--- config.mk ---
export PLATFORM = sky130hd
export DESIGN_NAME = bfs_supervisor
export DESIGN_NICKNAME = d
export VERILOG_FILES = /design/src/bfs_pkg.sv /design/src/bfs_supervisor.sv /design/src/bfs_filter.sv /design/src/bfs_gate_seq.sv
export VERILOG_INCLUDE_DIRS = /design/src /design/src/src
export SDC_FILE = /design/constraint.sdc
export NUM_CORES = 1
export LEC_CHECK = 0
export BUFFER_PORTS_ARGS = -buffer_cell sky130_fd_sc_hd__buf_4
export CAP_MARGIN = 20
export CORE_MARGIN = 8
export CORE_UTILIZATION = 25
export CTS_CLUSTER_DIAMETER = 120
export DETAILED_ROUTE_END_ITERATION = 12
export GPL_TIMING_DRIVEN = 0
export SETUP_SLACK_MARGIN = 0.2
export SYNTH_ARGS = -nofsm -noshare
export SYNTH_HDL_FRONTEND = slang
export SYNTH_SLANG_ARGS = --single-unit
export TNS_END_PERCENT = 10
--- constraint.sdc ---
create_clock -name I_MCLK -period 2.84 [get_ports I_MCLK]
set_clock_uncertainty 0.1 [all_clocks]
set_input_delay 0.142 -clock I_MCLK [delete_from_list [all_inputs] [get_ports I_MCLK]]
set_output_delay 0.142 -clock I_MCLK [all_outputs]
set_load 0.01 [all_outputs]
--- src/bfs_cfg.svh ---
// Timing counts, register map and field positions of the buck fault supervisor.
`ifndef BFS_CFG_SVH
`define BFS_CFG_SVH
// ************************************************************
// ************************************************************

// ************************************************************
// Timing
// ************************************************************
`define BFS_MCLK_MHZ       40
`define BFS_HOLD_NS        400
`define BFS_HOLD_CYC       ((`BFS_HOLD_NS * `BFS_MCLK_MHZ + 999) / 1000)
`define BFS_FILT_NS        3000
`define BFS_FILT_CYC       ((`BFS_FILT_NS * `BFS_MCLK_MHZ + 999) / 1000)
`define BFS_OC_SKIP_TICKS  8
`define BFS_OC_TOTAL_TICKS 16

// ************************************************************
// Register map
// ************************************************************
`define BFS_ADDR_CFG       8'h00
`define BFS_ADDR_STAT      8'h04
`define BFS_CFG_RST        32'h00000003
`define BFS_CFG_UV_LSB     0
`define BFS_ST_POK_LSB     0
`define BFS_ST_FOC_LSB     2
`define BFS_ST_FUV_LSB     4
`define BFS_ST_SOFT_LSB    6
`define BFS_ST_RUN_LSB     8
`define BFS_ST_OCACT_LSB   10
`define BFS_ST_RBIAS_BIT   12
`define BFS_ST_RDIV8_BIT   13
`endif

--- src/bfs_pkg.sv ---
// Types shared by the buck fault supervisor modules.
package bfs_pkg;
	// Overcurrent sequencer states, one-hot.
	typedef enum logic [3:0] {
		BFS_OC_IDLE  = 4'b0001,
		BFS_OC_SKIP  = 4'b0010,
		BFS_OC_WATCH = 4'b0100,
		BFS_OC_LATCH = 4'b1000
	} bfs_oc_e;

	// Per-channel supervisory state.
	typedef struct packed {
		bfs_oc_e    oc_st;
		logic [4:0] tick_cnt;
		logic       oc_held;
		logic       soft_done;
		logic       fault_oc;
		logic       fault_uv;
		logic       run;
		logic       pok;
	} bfs_ch_s;

	// Shared state of the top module.
	typedef struct packed {
		logic [31:0] cfg;
		logic [31:0] rdata;
		logic        ramp_bias;
		logic        ramp_div8;
	} bfs_top_s;

	// Gate drive results of one channel.
	typedef struct packed {
		logic hs;
		logic ls;
		logic sample;
	} bfs_gate_s;
endpackage

--- src/bfs_supervisor.sv ---
// Top of the buck fault supervisor: protection, power ok, ramp mode, registers.
//
// Chosen here: the plain strobed port and the address map.
`timescale 1ns/1ps
`include "bfs_cfg.svh"
module bfs_supervisor #(
	parameter int unsigned FILT_CYC = `BFS_FILT_CYC,
	parameter int unsigned HOLD_CYC = `BFS_HOLD_CYC
) (
	// Clock and reset.
	input  wire logic        I_MCLK,
	input  wire logic        I_RST_N,
	// Bias supply above its start level.
	input  wire logic        I_POR_OK,
	// Channel enables, bit 0 is channel 1.
	input  wire logic [1:0]  I_CHANNEL_ENABLE,
	// PWM timing per channel.
	input  wire logic [1:0]  I_PWM_TICK,
	input  wire logic [1:0]  I_PWM_DEMAND,
	// Analog comparator decisions per channel.
	input  wire logic [1:0]  I_CURRENT_SENSE_OVER,
	input  wire logic [1:0]  I_FEEDBACK_SENSE_UNDER,
	input  wire logic [1:0]  I_FEEDBACK_SENSE_IN_WIN,
	input  wire logic [1:0]  I_SOFT_QUAL,
	// Gate waveform monitors.
	input  wire logic [1:0]  I_HIGH_SIDE_GATE_MON,
	input  wire logic [1:0]  I_LOW_SIDE_GATE_MON,
	// Ramp supply sense decisions.
	input  wire logic        I_RAMP_SUPPLY_SENSE_GND,
	input  wire logic        I_RAMP_SUPPLY_SENSE_HIGH,
	// Register port.
	input  wire logic [7:0]  I_ADDR,
	input  wire logic [31:0] I_WDATA,
	input  wire logic        I_WR,
	input  wire logic        I_RD,
	output logic      [31:0] O_RDATA,
	// Gate drives.
	output logic      [1:0]  O_HIGH_SIDE_GATE,
	output logic      [1:0]  O_LOW_SIDE_GATE,
	// Open-drain power ok, per channel.
	output logic      [1:0]  O_POWER_OK_OUTPUT,
	output logic      [1:0]  O_POWER_OK_OUTPUT_OE_N,
	// Soft-start running, per channel.
	output logic      [1:0]  O_SOFT_START_RUN,
	// Ramp generator selection.
	output logic             O_RAMP_FROM_BIAS,
	output logic             O_RAMP_AMPLITUDE_DIV8
);
	// ************************************************************
	// Shared signals
	// ************************************************************
	logic                latch_clr;
	logic [1:0]          win_filt;
	logic [1:0]          want_hs;
	logic [1:0]          ch_pok;
	logic [1:0]          ch_foc;
	logic [1:0]          ch_fuv;
	logic [1:0]          ch_soft;
	logic [1:0]          ch_run;
	logic [1:0]          ch_ocact;
	logic [1:0]          smp;
	logic [1:0]          hs_drv;
	logic [1:0]          ls_drv;
	logic [31:0]         stat_word;
	bfs_pkg::bfs_top_s   t_reg;
	bfs_pkg::bfs_top_s   t_next;

	// Address match, used by the write and the read path.
	function automatic logic bfs_hit(input logic [7:0] a, input logic [7:0] off);
		bfs_hit = (a == off);
	endfunction

	// Latches clear with both enables low or when the bias supply is lost.
	assign latch_clr = (~I_CHANNEL_ENABLE[0] & ~I_CHANNEL_ENABLE[1]) | ~I_POR_OK;

	// ************************************************************
	// Per-channel protection
	// ************************************************************
	generate
		for (genvar g = 0; g < 2; g++) begin : g_ch
			bfs_pkg::bfs_ch_s   c_reg;
			bfs_pkg::bfs_ch_s   c_next;
			bfs_pkg::bfs_gate_s gate;
			logic               uv_set;
			logic               oc_set;
			logic               ch_alive;

			// Window decision is filtered before it may touch power ok.
			bfs_filter #(
				.CNT (FILT_CYC)
			) u_win (
				.i_clk   (I_MCLK),
				.i_rst_n (I_RST_N),
				.i_raw   (I_FEEDBACK_SENSE_IN_WIN[g]),
				.o_filt  (win_filt[g])
			);

			// Held overcurrent blocks the high-side demand.
			assign want_hs[g] = I_PWM_DEMAND[g] & ~c_reg.oc_held;

			bfs_gate_seq #(
				.HOLD (HOLD_CYC)
			) u_gate (
				.i_clk     (I_MCLK),
				.i_rst_n   (I_RST_N),
				.i_allow   (c_reg.run),
				.i_want_hs (want_hs[g]),
				.i_hs_fb   (I_HIGH_SIDE_GATE_MON[g]),
				.i_ls_fb   (I_LOW_SIDE_GATE_MON[g]),
				.o_gate    (gate)
			);

			assign smp[g]    = gate.sample;
			assign hs_drv[g] = gate.hs;
			assign ls_drv[g] = gate.ls;

			// Undervoltage only counts once soft-start has qualified.
			assign uv_set = c_reg.run & c_reg.soft_done & I_FEEDBACK_SENSE_UNDER[g]
				& t_reg.cfg[`BFS_CFG_UV_LSB + g];
			// A trip seen in the second interval ends in a latched shutdown.
			assign oc_set = (c_reg.oc_st == bfs_pkg::BFS_OC_WATCH) & c_reg.oc_held;
			assign ch_alive = I_POR_OK & I_CHANNEL_ENABLE[g];

			// Next state of the channel.
			always_comb begin
				c_next = c_reg;
				// Soft-start runs with bias good, enable high and no latch.
				c_next.run = ch_alive & ~c_reg.fault_oc & ~c_reg.fault_uv;
				// Qualification is sticky until the channel is disabled or the bias supply is lost.
				if (!ch_alive) begin
					c_next.soft_done = 1'b0;
				end else if (c_reg.run && I_SOFT_QUAL[g]) begin
					c_next.soft_done = 1'b1;
				end
				// Current is held at the sample strobe; while over the level it is
				// followed every cycle the low side conducts, so the next pulse is
				// released as soon as the current falls back.
				if (!c_reg.run) begin
					c_next.oc_held = 1'b0;
				end else if (smp[g] || (c_reg.oc_held && ls_drv[g])) begin
					c_next.oc_held = I_CURRENT_SENSE_OVER[g];
				end
				// Overcurrent sequencer counted in switching cycles.
				case (c_reg.oc_st)
					bfs_pkg::BFS_OC_IDLE: begin
						c_next.tick_cnt = 5'h00;
						if (c_reg.run && c_reg.oc_held) begin
							c_next.oc_st = bfs_pkg::BFS_OC_SKIP;
						end
					end
					bfs_pkg::BFS_OC_SKIP: begin
						if (I_PWM_TICK[g]) begin
							c_next.tick_cnt = 5'(c_reg.tick_cnt + 5'h01);
							if (c_reg.tick_cnt == 5'(`BFS_OC_SKIP_TICKS - 1)) begin
								c_next.oc_st = bfs_pkg::BFS_OC_WATCH;
							end
						end
					end
					bfs_pkg::BFS_OC_WATCH: begin
						if (oc_set) begin
							c_next.oc_st = bfs_pkg::BFS_OC_LATCH;
						end else if (I_PWM_TICK[g]) begin
							if (c_reg.tick_cnt == 5'(`BFS_OC_TOTAL_TICKS - 1)) begin
								c_next.oc_st    = bfs_pkg::BFS_OC_IDLE;
								c_next.tick_cnt = 5'h00;
							end else begin
								c_next.tick_cnt = 5'(c_reg.tick_cnt + 5'h01);
							end
						end
					end
					bfs_pkg::BFS_OC_LATCH: begin
						c_next.tick_cnt = 5'h00;
					end
					default: begin
						c_next.oc_st    = bfs_pkg::BFS_OC_IDLE;
						c_next.tick_cnt = 5'h00;
					end
				endcase
				// A disabled channel restarts its sequencer, but a latch survives
				// until the shared clear.
				if (latch_clr || (!ch_alive && c_reg.oc_st != bfs_pkg::BFS_OC_LATCH)) begin
					c_next.oc_st    = bfs_pkg::BFS_OC_IDLE;
					c_next.tick_cnt = 5'h00;
				end
				// Fault latches; a set in the clearing cycle wins.
				c_next.fault_oc = oc_set | (c_reg.fault_oc & ~latch_clr);
				c_next.fault_uv = uv_set | (c_reg.fault_uv & ~latch_clr);
				// Power ok needs qualification, a steady window and no fault.
				c_next.pok = c_reg.run & c_reg.soft_done & win_filt[g]
					& ~c_next.fault_oc & ~c_next.fault_uv;
			end

			// Channel state register.
			always_ff @(posedge I_MCLK or negedge I_RST_N) begin
				if (!I_RST_N) begin
					c_reg <= '{oc_st: bfs_pkg::BFS_OC_IDLE, tick_cnt: 5'h00, default: 1'b0};
				end else begin
					c_reg <= c_next;
				end
			end

			assign ch_pok[g]   = c_reg.pok;
			assign ch_foc[g]   = c_reg.fault_oc;
			assign ch_fuv[g]   = c_reg.fault_uv;
			assign ch_soft[g]  = c_reg.soft_done;
			assign ch_run[g]   = c_reg.run;
			assign ch_ocact[g] = (c_reg.oc_st != bfs_pkg::BFS_OC_IDLE);
		end
	endgenerate

	// ************************************************************
	// Status word
	// ************************************************************
	// Gathers the live channel state for the read path.
	always_comb begin
		stat_word = 32'h00000000;
		stat_word[`BFS_ST_POK_LSB +: 2]   = ch_pok;
		stat_word[`BFS_ST_FOC_LSB +: 2]   = ch_foc;
		stat_word[`BFS_ST_FUV_LSB +: 2]   = ch_fuv;
		stat_word[`BFS_ST_SOFT_LSB +: 2]  = ch_soft;
		stat_word[`BFS_ST_RUN_LSB +: 2]   = ch_run;
		stat_word[`BFS_ST_OCACT_LSB +: 2] = ch_ocact;
		stat_word[`BFS_ST_RBIAS_BIT]      = t_reg.ramp_bias;
		stat_word[`BFS_ST_RDIV8_BIT]      = t_reg.ramp_div8;
	end

	// ************************************************************
	// Register port and ramp selection
	// ************************************************************
	// Read data stands for one cycle only; unmapped reads return zero.
	always_comb begin
		t_next = t_reg;
		t_next.rdata = 32'h00000000;
		if (I_WR && bfs_hit(I_ADDR, `BFS_ADDR_CFG)) begin
			t_next.cfg = I_WDATA & `BFS_CFG_RST;
		end
		if (I_RD) begin
			if (bfs_hit(I_ADDR, `BFS_ADDR_CFG)) begin
				t_next.rdata = t_reg.cfg;
			end else if (bfs_hit(I_ADDR, `BFS_ADDR_STAT)) begin
				t_next.rdata = stat_word;
			end
		end
		// A grounded sense pin moves the ramp source to the bias supply.
		t_next.ramp_bias = I_RAMP_SUPPLY_SENSE_GND;
		// Input over the level with the sense pin not grounded gives input/8, otherwise the fixed amplitude.
		t_next.ramp_div8 = ~I_RAMP_SUPPLY_SENSE_GND & I_RAMP_SUPPLY_SENSE_HIGH;
	end

	// Shared state register.
	always_ff @(posedge I_MCLK or negedge I_RST_N) begin
		if (!I_RST_N) begin
			t_reg <= '{cfg: `BFS_CFG_RST, rdata: 32'h00000000, default: 1'b0};
		end else begin
			t_reg <= t_next;
		end
	end

	// ************************************************************
	// Outputs
	// ************************************************************
	// The pin is only ever pulled low; releasing it lets the pull-up show good.
	assign O_POWER_OK_OUTPUT      = 2'b00;
	assign O_POWER_OK_OUTPUT_OE_N = ch_pok;
	assign O_HIGH_SIDE_GATE       = hs_drv;
	assign O_LOW_SIDE_GATE        = ls_drv;
	assign O_SOFT_START_RUN       = ch_run;
	assign O_RAMP_FROM_BIAS       = t_reg.ramp_bias;
	assign O_RAMP_AMPLITUDE_DIV8  = t_reg.ramp_div8;
	assign O_RDATA                = t_reg.rdata;
endmodule

--- src/bfs_filter.sv ---
// Stability filter for a comparator decision.
`timescale 1ns/1ps
`include "bfs_cfg.svh"
module bfs_filter #(
	parameter int unsigned CNT = `BFS_FILT_CYC
) (
	// Clock and reset.
	input  wire logic i_clk,
	input  wire logic i_rst_n,
	// Raw and filtered decision.
	input  wire logic i_raw,
	output logic      o_filt
);
	localparam int unsigned W = $clog2(CNT + 1);
	typedef struct packed {
		logic [W-1:0] cnt;
		logic         out;
	} bfs_filt_s;
	bfs_filt_s s_reg;
	bfs_filt_s s_next;

	// The output follows only after CNT consecutive differing samples.
	always_comb begin
		s_next = s_reg;
		if (i_raw == s_reg.out) begin
			s_next.cnt = '0;
		end else if (s_reg.cnt == W'(CNT - 1)) begin
			s_next.out = i_raw;
			s_next.cnt = '0;
		end else begin
			s_next.cnt = W'(s_reg.cnt + W'(1));
		end
	end

	// State register; a reset starts from "not in window".
	always_ff @(posedge i_clk or negedge i_rst_n) begin
		if (!i_rst_n) begin
			s_reg <= '0;
		end else begin
			s_reg <= s_next;
		end
	end

	assign o_filt = s_reg.out;
endmodule

--- src/bfs_gate_seq.sv ---
// Gate sequencer of one channel: dead time and current sample timing.
`timescale 1ns/1ps
`include "bfs_cfg.svh"
module bfs_gate_seq #(
	parameter int unsigned HOLD = `BFS_HOLD_CYC
) (
	// Clock and reset.
	input  wire logic          i_clk,
	input  wire logic          i_rst_n,
	// Demand and permission.
	input  wire logic          i_allow,
	input  wire logic          i_want_hs,
	// Gate waveform monitors.
	input  wire logic          i_hs_fb,
	input  wire logic          i_ls_fb,
	// Drives and sample strobe.
	output bfs_pkg::bfs_gate_s o_gate
);
	localparam int unsigned W = $clog2(HOLD + 1);
	typedef struct packed {
		bfs_pkg::bfs_gate_s g;
		logic               hs_fb_d;
		logic               hrun;
		logic [W-1:0]       hcnt;
	} bfs_gseq_s;
	bfs_gseq_s s_reg;
	bfs_gseq_s s_next;

	// A switch turns on only when the other is seen off at its gate and not driven.
	always_comb begin
		s_next = s_reg;
		s_next.hs_fb_d = i_hs_fb;
		s_next.g.sample = 1'b0;
		s_next.g.hs = i_allow & i_want_hs & ~i_ls_fb & ~s_reg.g.ls;
		s_next.g.ls = i_allow & ~i_want_hs & ~i_hs_fb & ~s_reg.g.hs;
		// Sample is timed from the observed high-side turn-off, not the command.
		if (i_hs_fb) begin
			s_next.hrun = 1'b0;
			s_next.hcnt = '0;
		end else if (s_reg.hs_fb_d) begin
			s_next.hrun = 1'b1;
			s_next.hcnt = '0;
		end else if (s_reg.hrun) begin
			if (s_reg.hcnt == W'(HOLD - 1)) begin
				s_next.hrun = 1'b0;
				s_next.g.sample = 1'b1;
			end else begin
				s_next.hcnt = W'(s_reg.hcnt + W'(1));
			end
		end
	end

	// State register; both gates off in reset.
	always_ff @(posedge i_clk or negedge i_rst_n) begin
		if (!i_rst_n) begin
			s_reg <= '0;
		end else begin
			s_reg <= s_next;
		end
	end

	assign o_gate = s_reg.g;
endmodule

==> run_results.csv, run 1 <==
group,metric,value,unit
outcome,status,"completed",
synth,ys_async_sr_fraction,100,%
critical_path,cp_slowest_stage_delay,460,ps
sta,finalMaxSlewViolations,0,
drt,vias,3099,
synth,yosys.area.top_type,"dfrtp_1",
die,dieWidth,145,um
clock_network,clockBufferDepth,2,
synth,synthMostInstantiatedCell,"dfrtp_1",
run,maxCapViolations,0,
power_and_ir_drop,clkPwrFrac,48.6,%
drt,drtPass1Iterations,4,
synth,ys_seq_area_share,50.3,%
finish,area_delta_synth_final,31.2,%
sta,hold_viol_final,0,
synth,synthXorXnorAreaFrac,3.76,%
die,row_count,47,
die,core,0.0165,mm^2
critical_path,critical_path_class,"flop to flop",
clock_network,cts.htree.levels,3,
drt,ant_nets,0,
synth,ys_ff_latch,84,
sta,max_clock_freq,400,MHz
synth,ys_warn_count,0,
critical_path,critical_path.top_delay_family,"simple AND/OR/NAND/NOR gates",
drt,drc,0,
sta,setup_viol,0,
die,ios,109,
placement,dpl_cell_area,0.00497,mm^2
synth,synthMuxAreaShare,3.46,%
worst_hold_path,worstHoldPathType,"primary input to flop",
synth,synth_top_family_by_area,"simple AND/OR/NAND/NOR gates",
power_and_ir_drop,ir_drop,0.280,mV
sta,min_period_over_period,87.9,%
critical_path,crit_top_cell,"ha_1",
global_route,antenna_found_initial,1,
clock_network,path_clk_slew,60,ps
synth,synth_ff_type,"dfrtp_1",
critical_path,slowest_stage,"a2111o_1",
power_and_ir_drop,power_density,525,mW/mm^2
critical_path,path_buf_inv,1,
clock_network,root_buffer,"clkbuf_16",
finish,drive_gt1_share,26.9,%
power_and_ir_drop,p_int,0.00225,W
synth,synth_edf_count,0,
synth,avgSynthCellArea,10.2,um^2
die,dieArea,0.0212,mm^2
global_route,first_global_vias,3278,
synth,syn_inst,412,
critical_path,path_max_fanout,4,
power_and_ir_drop,p_comb_share,8.2,%
synth,synth_compound_area_share,7.68,%
power_and_ir_drop,p_switching,0.000630,W
clock_network,cts_tree,"built",
finish,stdcell_area,0.00549,mm^2
synth,yosysUniqueCellTypes,56,
sta,rsz0062_at_grt,"no",
drt,routedWlPerCell,13.1,um
synth,synth_fa_ha_area_share,3.58,%
finish,largest_reg_flops,20,
synth,synth-simple-area-share,21.0,%
synth,synth_area,0.00419,mm^2
sta,fin_setup_tns,0,ps
placement,dp_worst_setup_slack,372,ps
sta,whs,9.72,ps
critical_path,cp-start-kind,"flop",
finish,layout.nets,592,
placement,hpwl,7230,um
global_route,grt_usage,9.40,%
clock_network,clkLatencyLatePin,340,ps
placement,gp_congestion,0.810,
sta,relSlewSlack,48.6,%
placement,io_buffers,58,
synth,synth.top_cell.area_share,47.8,%
sta,tightest_slew,768,ps
finish,stdcell_count,741,
drt,viasPerCell,4.18,
power_and_ir_drop,swShare,21.8,%
critical_path,crit_arrival,2650,ps
synth,ys_top_cells_by_area,"dfrtp_1 48%, buf_4 7.5%, nor2_1 4.2%",
clock_network,cts_buffers,9,
sta,timing.final.ws_setup,342,ps
critical_path,end_kind,"flop",
die,die-height,145,um
global_route,grt_max_degree,85,
critical_path,worstPathCellList,"ha_1, nand3_1, inv_1, ha_1, or3b_1, a2111o_1, or2_4, o31ai_2",
placement,dp_cells,709,
global_route,grt_first_pass_wirelength,16200,um
drt,first_iter_violations,239,
power_and_ir_drop,cellLeakagePower,2.64,nW
synth,ys_top_cells_by_count,"80 x dfrtp_1, 47 x nor2_1, 42 x buf_4",
critical_path,worstPathRequired,2990,ps
power_and_ir_drop,p_seq_share,43.3,%
die,start_util,25.4,%
sta,fin_crit,2500,ps
drt,routed_wl,9740,um
clock_network,clock-sinks,84,
global_route,grt-ovfl-total,0,
per-layer routing:
layer / wire length [um] / global-route usage (%) / vias to the layer above / part of all wire (%)
met4: 144 / 3.75 / 0 / 1.5
li1: - / - / 1541 / -
met3: 418 / 2.52 / 10 / 4.3
met1: 4540 / 11.6 / 1485 / 47
met5: 0 / 0 / - / 0
met2: 4630 / 15.4 / 63 / 48
repair_timing:
item,4_1_cts,5_1_grt
buffers inserted,0,0
resized for setup,0,0
hold buffers,14,0
hold endpoints to repair,98,0
worst paths after layout:
| check | startpoint | to | slack (ps) | cells past startpoint |
|---|---|---|---|---|
| worst max-delay path | g_ch[0].c_reg[6] | g_ch[0].c_reg[9] | 340 | 8 |
| worst max register to register | g_ch[0].c_reg[6] | g_ch[0].c_reg[9] | 340 | 8 |
| worst min register to register | g_ch[0].u_gate.o_gate[2] | g_ch[0].u_gate.o_gate[1] | 340 | 1 |
| worst min-delay path | I_FEEDBACK_SENSE_UNDER[1] | ch_fuv[1] | 10 | 3 |
| max in group asynchronous | I_RST_N | t_reg[34] | 1710 | 3 |
| min in group asynchronous | I_RST_N | g_ch[0].u_gate.s_reg[6] | 240 | 2 |
cells by family after synthesis:
family,after synthesis
mux,14
fa+ha+maj,12
flops,84
simple gates,169
compound gates,46
buf+inv,68
xor+xnor,18
other cells,1
worst register-to-register path: stages, from the launching register on:
cell	delay (ps)
dfrtp_1	410
ha_1	250
nand3_1	120
inv_1	50
ha_1	190
or3b_1	350
a2111o_1	460
or2_4	270
o31ai_2	200
area by class of cell:
class	count	area, um^2
Multi-Input combinational cell	279	1730
Buffer	53	368
Clock buffer	11	253
Timing Repair Buffer	73	596
Antenna cell	1	2.50
Tap cell	220	275
Fill cell	1709	11000
Inverter	15	56.3
Sequential cell	84	2110
Clock inverter	5	108
layout by cell type, fill, tap and decap left out, types with 9 or more instances in the layout:
master and count:
buf_4 100, dfrtp_1 80, nor2_1 47, nand2_1 34, conb_1 20, inv_1 15, nand3_1 15, dlygate4sd3_1 14
and2_1 13, xor2_1 13, ha_1 12, nor3_1 11, mux2i_1 10, o21ai_0 10, a21oi_1 9, clkbuf_16 9
metrics by stage:
stage	power [W]	util, %
floorplan	0.00139	-
global placement	0.00148	30.2
detailed placement	0.00149	30.2
CTS	0.00292	33.2
global route	0.00300	33.4
finish	0.00288	33.4
power groups by stage:
| stage | combinational, W | sequential [W] | clock [W] |
|---|---|---|---|
| after CTS | 0.000235 | 0.00125 | 0.00143 |
| after global placement | 0.000212 | 0.00127 | 0 |
| after floorplan | 0.000121 | 0.00126 | 0 |
| after global routing | 0.000265 | 0.00125 | 0.00148 |
| after detailed placement | 0.000219 | 0.00127 | 0 |
| final | 0.000236 | 0.00125 | 0.00140 |
Power figures use the tool's default switching activity.
==> run 2, diff against run 1 <==
--- a/config.mk
+++ b/config.mk
@@ -9,7 +9,8 @@
 export BUFFER_PORTS_ARGS = -buffer_cell sky130_fd_sc_hd__buf_4
 export CAP_MARGIN = 20
 export CORE_MARGIN = 8
-export CORE_UTILIZATION = 25
+export CORE_UTILIZATION = 40
+export CTS_BUF_LIST = sky130_fd_sc_hd__clkbuf_8
 export CTS_CLUSTER_DIAMETER = 120
 export DETAILED_ROUTE_END_ITERATION = 12
 export GPL_TIMING_DRIVEN = 0
==> run_results.csv, run 2 (synthesized netlist as in run 1, its figures left out) <==
group,metric,value,unit
outcome,status,"completed",
sta,finalMaxSlewViolations,0,
drt,viasPerCell,4.71,
drt,drtPass1Iterations,4,
global_route,grt-ovfl-total,0,
sta,fin_setup_tns,0,ps
sta,fin_crit,2510,ps
drt,routed_wl,9110,um
clock_network,clkLatencyLatePin,350,ps
worst_hold_path,worstHoldPathType,"primary input to flop",
die,row_count,37,
critical_path,cp-start-kind,"flop",
global_route,grt_first_pass_wirelength,15600,um
clock_network,cts_tree,"built",
sta,tightest_slew,769,ps
worst_hold_path,min-delay-start,"I_PWM_DEMAND[1]",
critical_path,critical_path_class,"flop to flop",
clock_network,post-cts-setup-buffer-count,0,
finish,layout_common_cells,"100 x buf_4, 80 x dfrtp_1, 47 x nor2_1",
clock_network,clock-sinks,84,
placement,dp_worst_setup_slack,355,ps
power_and_ir_drop,power_density,446,mW/mm^2
clock_network,root_buffer,"clkbuf_8",
finish,area_delta_synth_final,25.9,%
global_route,antenna_found_initial,0,
clock_network,path_clk_slew,90,ps
critical_path,reg2reg_setup_slack,330,ps
global_route,grt_max_degree,85,
sta,max_clock_freq,398,MHz
die,die-height,118,um
finish,layout.nets,596,
die,dieArea,0.0140,mm^2
clock_network,cts.htree.levels,3,
finish,drive_gt1_share,26.5,%
clock_network,cts_buffers,9,
drt,routedWlPerCell,13.8,um
sta,setup_viol,0,
critical_path,path_max_fanout,4,
placement,io_buffers,58,
finish,stdcell_count,660,
power_and_ir_drop,ir_drop,0.199,mV
critical_path,end_kind,"flop",
placement,dp_cells,625,
critical_path,crit_arrival,2670,ps
sta,min_period_over_period,88.5,%
die,start_util,40.9,%
run,maxCapViolations,0,
drt,vias,3107,
worst_hold_path,min_to,"g_ch[1].u_gate.o_gate[1]",
clock_network,hold_buffers,18,
drt,first_iter_violations,122,
placement,gp_congestion,0.799,
clock_network,cts_resized,0,
power_and_ir_drop,cellLeakagePower,2.58,nW
critical_path,reg2reg_depth,8,
clock_network,clockBufferDepth,2,
placement,hpwl,6480,um
sta,hold_viol_final,0,
global_route,grt_usage,13.5,%
critical_path,timing.rr.end,"g_ch[0].c_reg[9]",
worst_hold_path,holdPathStages,3,
critical_path,worstPathRequired,3000,ps
finish,mostFrequentLayoutCell,"buf_4",
drt,ant_nets,0,
sta,rsz0062_at_grt,"no",
critical_path,r2r-start,"g_ch[0].c_reg[6]",
finish,n_antenna_cell,0,
finish,largest_reg_flops,20,
global_route,first_global_vias,3223,
drt,drc,0,
sta,timing.final.ws_setup,327,ps
die,core,0.0102,mm^2
die,ios,109,
sta,relSlewSlack,48.6,%
die,dieWidth,118,um
==> run 2: changes by cell type in the layout (fill, tap and decap cells not counted), sizes merged <==
| cell | change |
|---|---|
| bufinv | -2 |
| clkbuf | -2 |
| clkinv | -1 |
| clkinvlp | +2 |
| diode | -1 |
| dlygate4sd3 | +4 |
| inv | +3 |
==> run 2: per-stage QoR <==
step | cell area (um^2) | hold WS, ps | power, W | util [%]
3_5_place_dp | 4870 | 168 | 0.00148 | 47.6
2_1_floorplan | 4260 | -254 | 0.00139 | -
3_3_place_gp | 4870 | 162 | 0.00148 | 47.6
5_1_grt | 5270 | 38.6 | 0.00247 | 51.5
6_report | 5270 | 20.4 | 0.00235 | 51.5
4_1_cts | 5250 | 0.814 | 0.00238 | 51.3
==> run 2: layer usage <==
metal	track usage (%)	up-vias	wire length [um]
met4	5.92	0	110
met3	3.24	7	432
met2	21.8	65	4420
met1	16.9	1493	4150
met5	0	-	0
li1	-	1542	-
==> run 2: worst max path at each step <==
| stage | startpoint | to | slack [ps] |
|---|---|---|---|
| after detailed placement | g_ch[0].c_reg[6] | g_ch[0].c_reg[9] | 350 |
| after floorplan | g_ch[0].c_reg[6] | g_ch[0].c_reg[9] | 510 |
| final | g_ch[0].c_reg[6] | g_ch[0].c_reg[9] | 330 |
| after global placement | g_ch[0].c_reg[6] | g_ch[0].c_reg[9] | 410 |
| after CTS | g_ch[0].c_reg[6] | g_ch[0].c_reg[9] | 310 |
| after global routing | g_ch[0].c_reg[6] | g_ch[0].c_reg[9] | 210 |
==> run 2: final cells by class <==
cell class	count	area, um^2
timing repair buffer	77	643
clock inverter	7	75.1
multi-input combinational	279	1730
fill	935	4960
sequential	84	2110
clock buffer	9	124
buffer	53	368
tap	136	170
inverter	15	56.3
==> run 2: critical path: stages, from the launching register on <==
cell      delay, ps
dfrtp_1         410
ha_1            250
nand3_1         120
inv_1            60
ha_1            190
or3b_1          350
a2111o_1        460
or2_4           270
o31ai_2         220
==> run 2: power breakdown <==
part | internal (W) | switching, W | total, W
sequential | 0.00122 | 0.0000213 | 0.00125
clock | 0.000411 | 0.000453 | 0.000864
combinational | 0.000121 | 0.000119 | 0.000240
total | 0.00176 | 0.000594 | 0.00235
==> run 3, diff against run 2 <==
==> constraint.sdc (replaced) <==
create_clock -name I_MCLK -period 3.2 [get_ports I_MCLK]
set_clock_uncertainty 0.1 [all_clocks]
set_input_delay 0.16 -clock I_MCLK [delete_from_list [all_inputs] [get_ports I_MCLK]]
set_output_delay 0.16 -clock I_MCLK [all_outputs]
set_load 0.01 [all_outputs]
==> run_results.csv, run 3 (synthesized netlist as in run 1, its figures left out) <==
group,metric,value,unit
finish,stdcell_count,659,
die,dieWidth,118,um
sta,hold_viol_final,0,
sta,min_period_over_period,78.7,%
run,maxCapViolations,0,
drt,drtPass1Iterations,4,
critical_path,critical_path_class,"flop to flop",
global_route,grt_first_pass_wirelength,15600,um
sta,finalMaxSlewViolations,0,
power_and_ir_drop,p_seq_share,53.0,%
critical_path,reg2reg_setup_slack,680,ps
power_and_ir_drop,p_comb_share,10.2,%
power_and_ir_drop,clkPwrFrac,36.8,%
clock_network,clkLatencyLatePin,350,ps
finish,stdcell_area,0.00526,mm^2
global_route,grt_usage,13.5,%
global_route,grt_max_degree,85,
drt,drc,0,
power_and_ir_drop,p_int,0.00156,W
placement,dp_cells,625,
drt,routedWlPerCell,13.8,um
sta,rsz0062_at_grt,"no",
clock_network,path_clk_slew,90,ps
power_and_ir_drop,power_density,396,mW/mm^2
sta,fin_setup_tns,0,ps
critical_path,cp-start-kind,"flop",
die,die-height,118,um
finish,n_antenna_cell,0,
drt,viasPerCell,4.70,
placement,io_buffers,58,
clock_network,clock-sinks,84,
power_and_ir_drop,p_switching,0.000528,W
power_and_ir_drop,swShare,25.3,%
die,core,0.0102,mm^2
sta,fin_crit,2520,ps
clock_network,clockBufferDepth,2,
die,dieArea,0.0140,mm^2
critical_path,path_max_fanout,4,
sta,tightest_slew,756,ps
drt,ant_nets,0,
critical_path,end_kind,"flop",
power_and_ir_drop,ir_drop,0.178,mV
sta,max_clock_freq,397,MHz
finish,layout.nets,595,
outcome,status,"completed",
power_and_ir_drop,cellLeakagePower,2.58,nW
clock_network,cts_buffers,9,
global_route,antenna_found_initial,0,
drt,routed_wl,9100,um
drt,vias,3098,
drt,first_iter_violations,120,
finish,drive_gt1_share,26.6,%
worst_hold_path,worstHoldPathType,"primary input to flop",
die,row_count,37,
sta,setup_viol,0,
power_and_ir_drop,power,0.00208,W
global_route,grt-ovfl-total,0,
global_route,first_global_vias,3217,
finish,layout_common_cells,"100 x buf_4, 80 x dfrtp_1, 47 x nor2_1",
placement,gp_congestion,0.799,
finish,mostFrequentLayoutCell,"buf_4",
placement,dpl_cell_area,0.00487,mm^2
clock_network,root_buffer,"clkbuf_8",
clock_network,cts_tree,"built",
die,ios,109,
clock_network,post-cts-setup-buffer-count,0,
critical_path,crit_arrival,2680,ps
die,start_util,40.9,%
finish,area_delta_synth_final,25.6,%
critical_path,worstPathRequired,3360,ps
clock_network,cts.htree.levels,3,
placement,hpwl,6480,um
finish,fill_cells,936,
finish,largest_reg_flops,20,
sta,relSlewSlack,49.4,%
sta,whs,31.6,ps
run 3: worst paths after layout:
check / from / endpoint / cells after the start
max reg2reg: g_ch[0].c_reg[6] / g_ch[0].c_reg[9] / 8
max in group asynchronous: I_RST_N / g_ch[0].c_reg[11] / 3
min reg2reg: g_ch[1].u_gate.o_gate[2] / g_ch[1].u_gate.o_gate[1] / 1
min: I_PWM_DEMAND[0] / g_ch[0].u_gate.o_gate[1] / 3
min in group asynchronous: I_RST_N / g_ch[0].u_win.s_reg[5] / 2
max: g_ch[0].c_reg[6] / g_ch[0].c_reg[9] / 8
run 3: power groups by stage:
| stage | clock network (W) | logic, W | registers (W) |
|---|---|---|---|
| floorplan | 0 | 0.000108 | 0.00112 |
| global placement | 0 | 0.000188 | 0.00112 |
| detailed placement | 0 | 0.000191 | 0.00113 |
| CTS | 0.000801 | 0.000209 | 0.00111 |
| global route | 0.000840 | 0.000238 | 0.00111 |
| finish | 0.000768 | 0.000212 | 0.00111 |
run 3: what timing repair did:
action,in CTS,in global routing
endpoints found under the hold margin,101,0
resized for setup,0,0
hold buffers,17,0
run 3: metal layers:
layer	vias to the layer above	global-route usage [%]	wire, um
met5	-	0	0
met4	0	5.92	111
met3	7	3.24	432
met2	58	21.7	4380
met1	1491	16.9	4170
li1	1542	-	-
run 3: stage by stage:
step | utilization [%] | setup slack [ps]
CTS | 51.2 | 671
detailed placement | 47.6 | 715
global placement | 47.6 | 768
global route | 51.4 | 567
floorplan | - | 873
finish | 51.4 | 681
run 3: worst max-delay path, stage by stage (launching register included):
cell	delay [ps]
dfrtp_1	410
ha_1	250
nand3_1	120
inv_1	60
ha_1	190
or3b_1	350
a2111o_1	460
or2_4	270
o31ai_2	220
run 3: area by class of cell:
type                            instances  area [um^2]  share of cell area, %
Sequential cell                        84         2110                   40.0
Inverter                               15         56.3                   1.07
Multi-Input combinational cell        279         1730                   32.9
Tap cell                              136          170                   3.23
Timing Repair Buffer                   76          633                   12.0
Buffer                                 53          368                   6.99
Clock buffer                            9          124                   2.35
Clock inverter                          7         75.1                   1.43
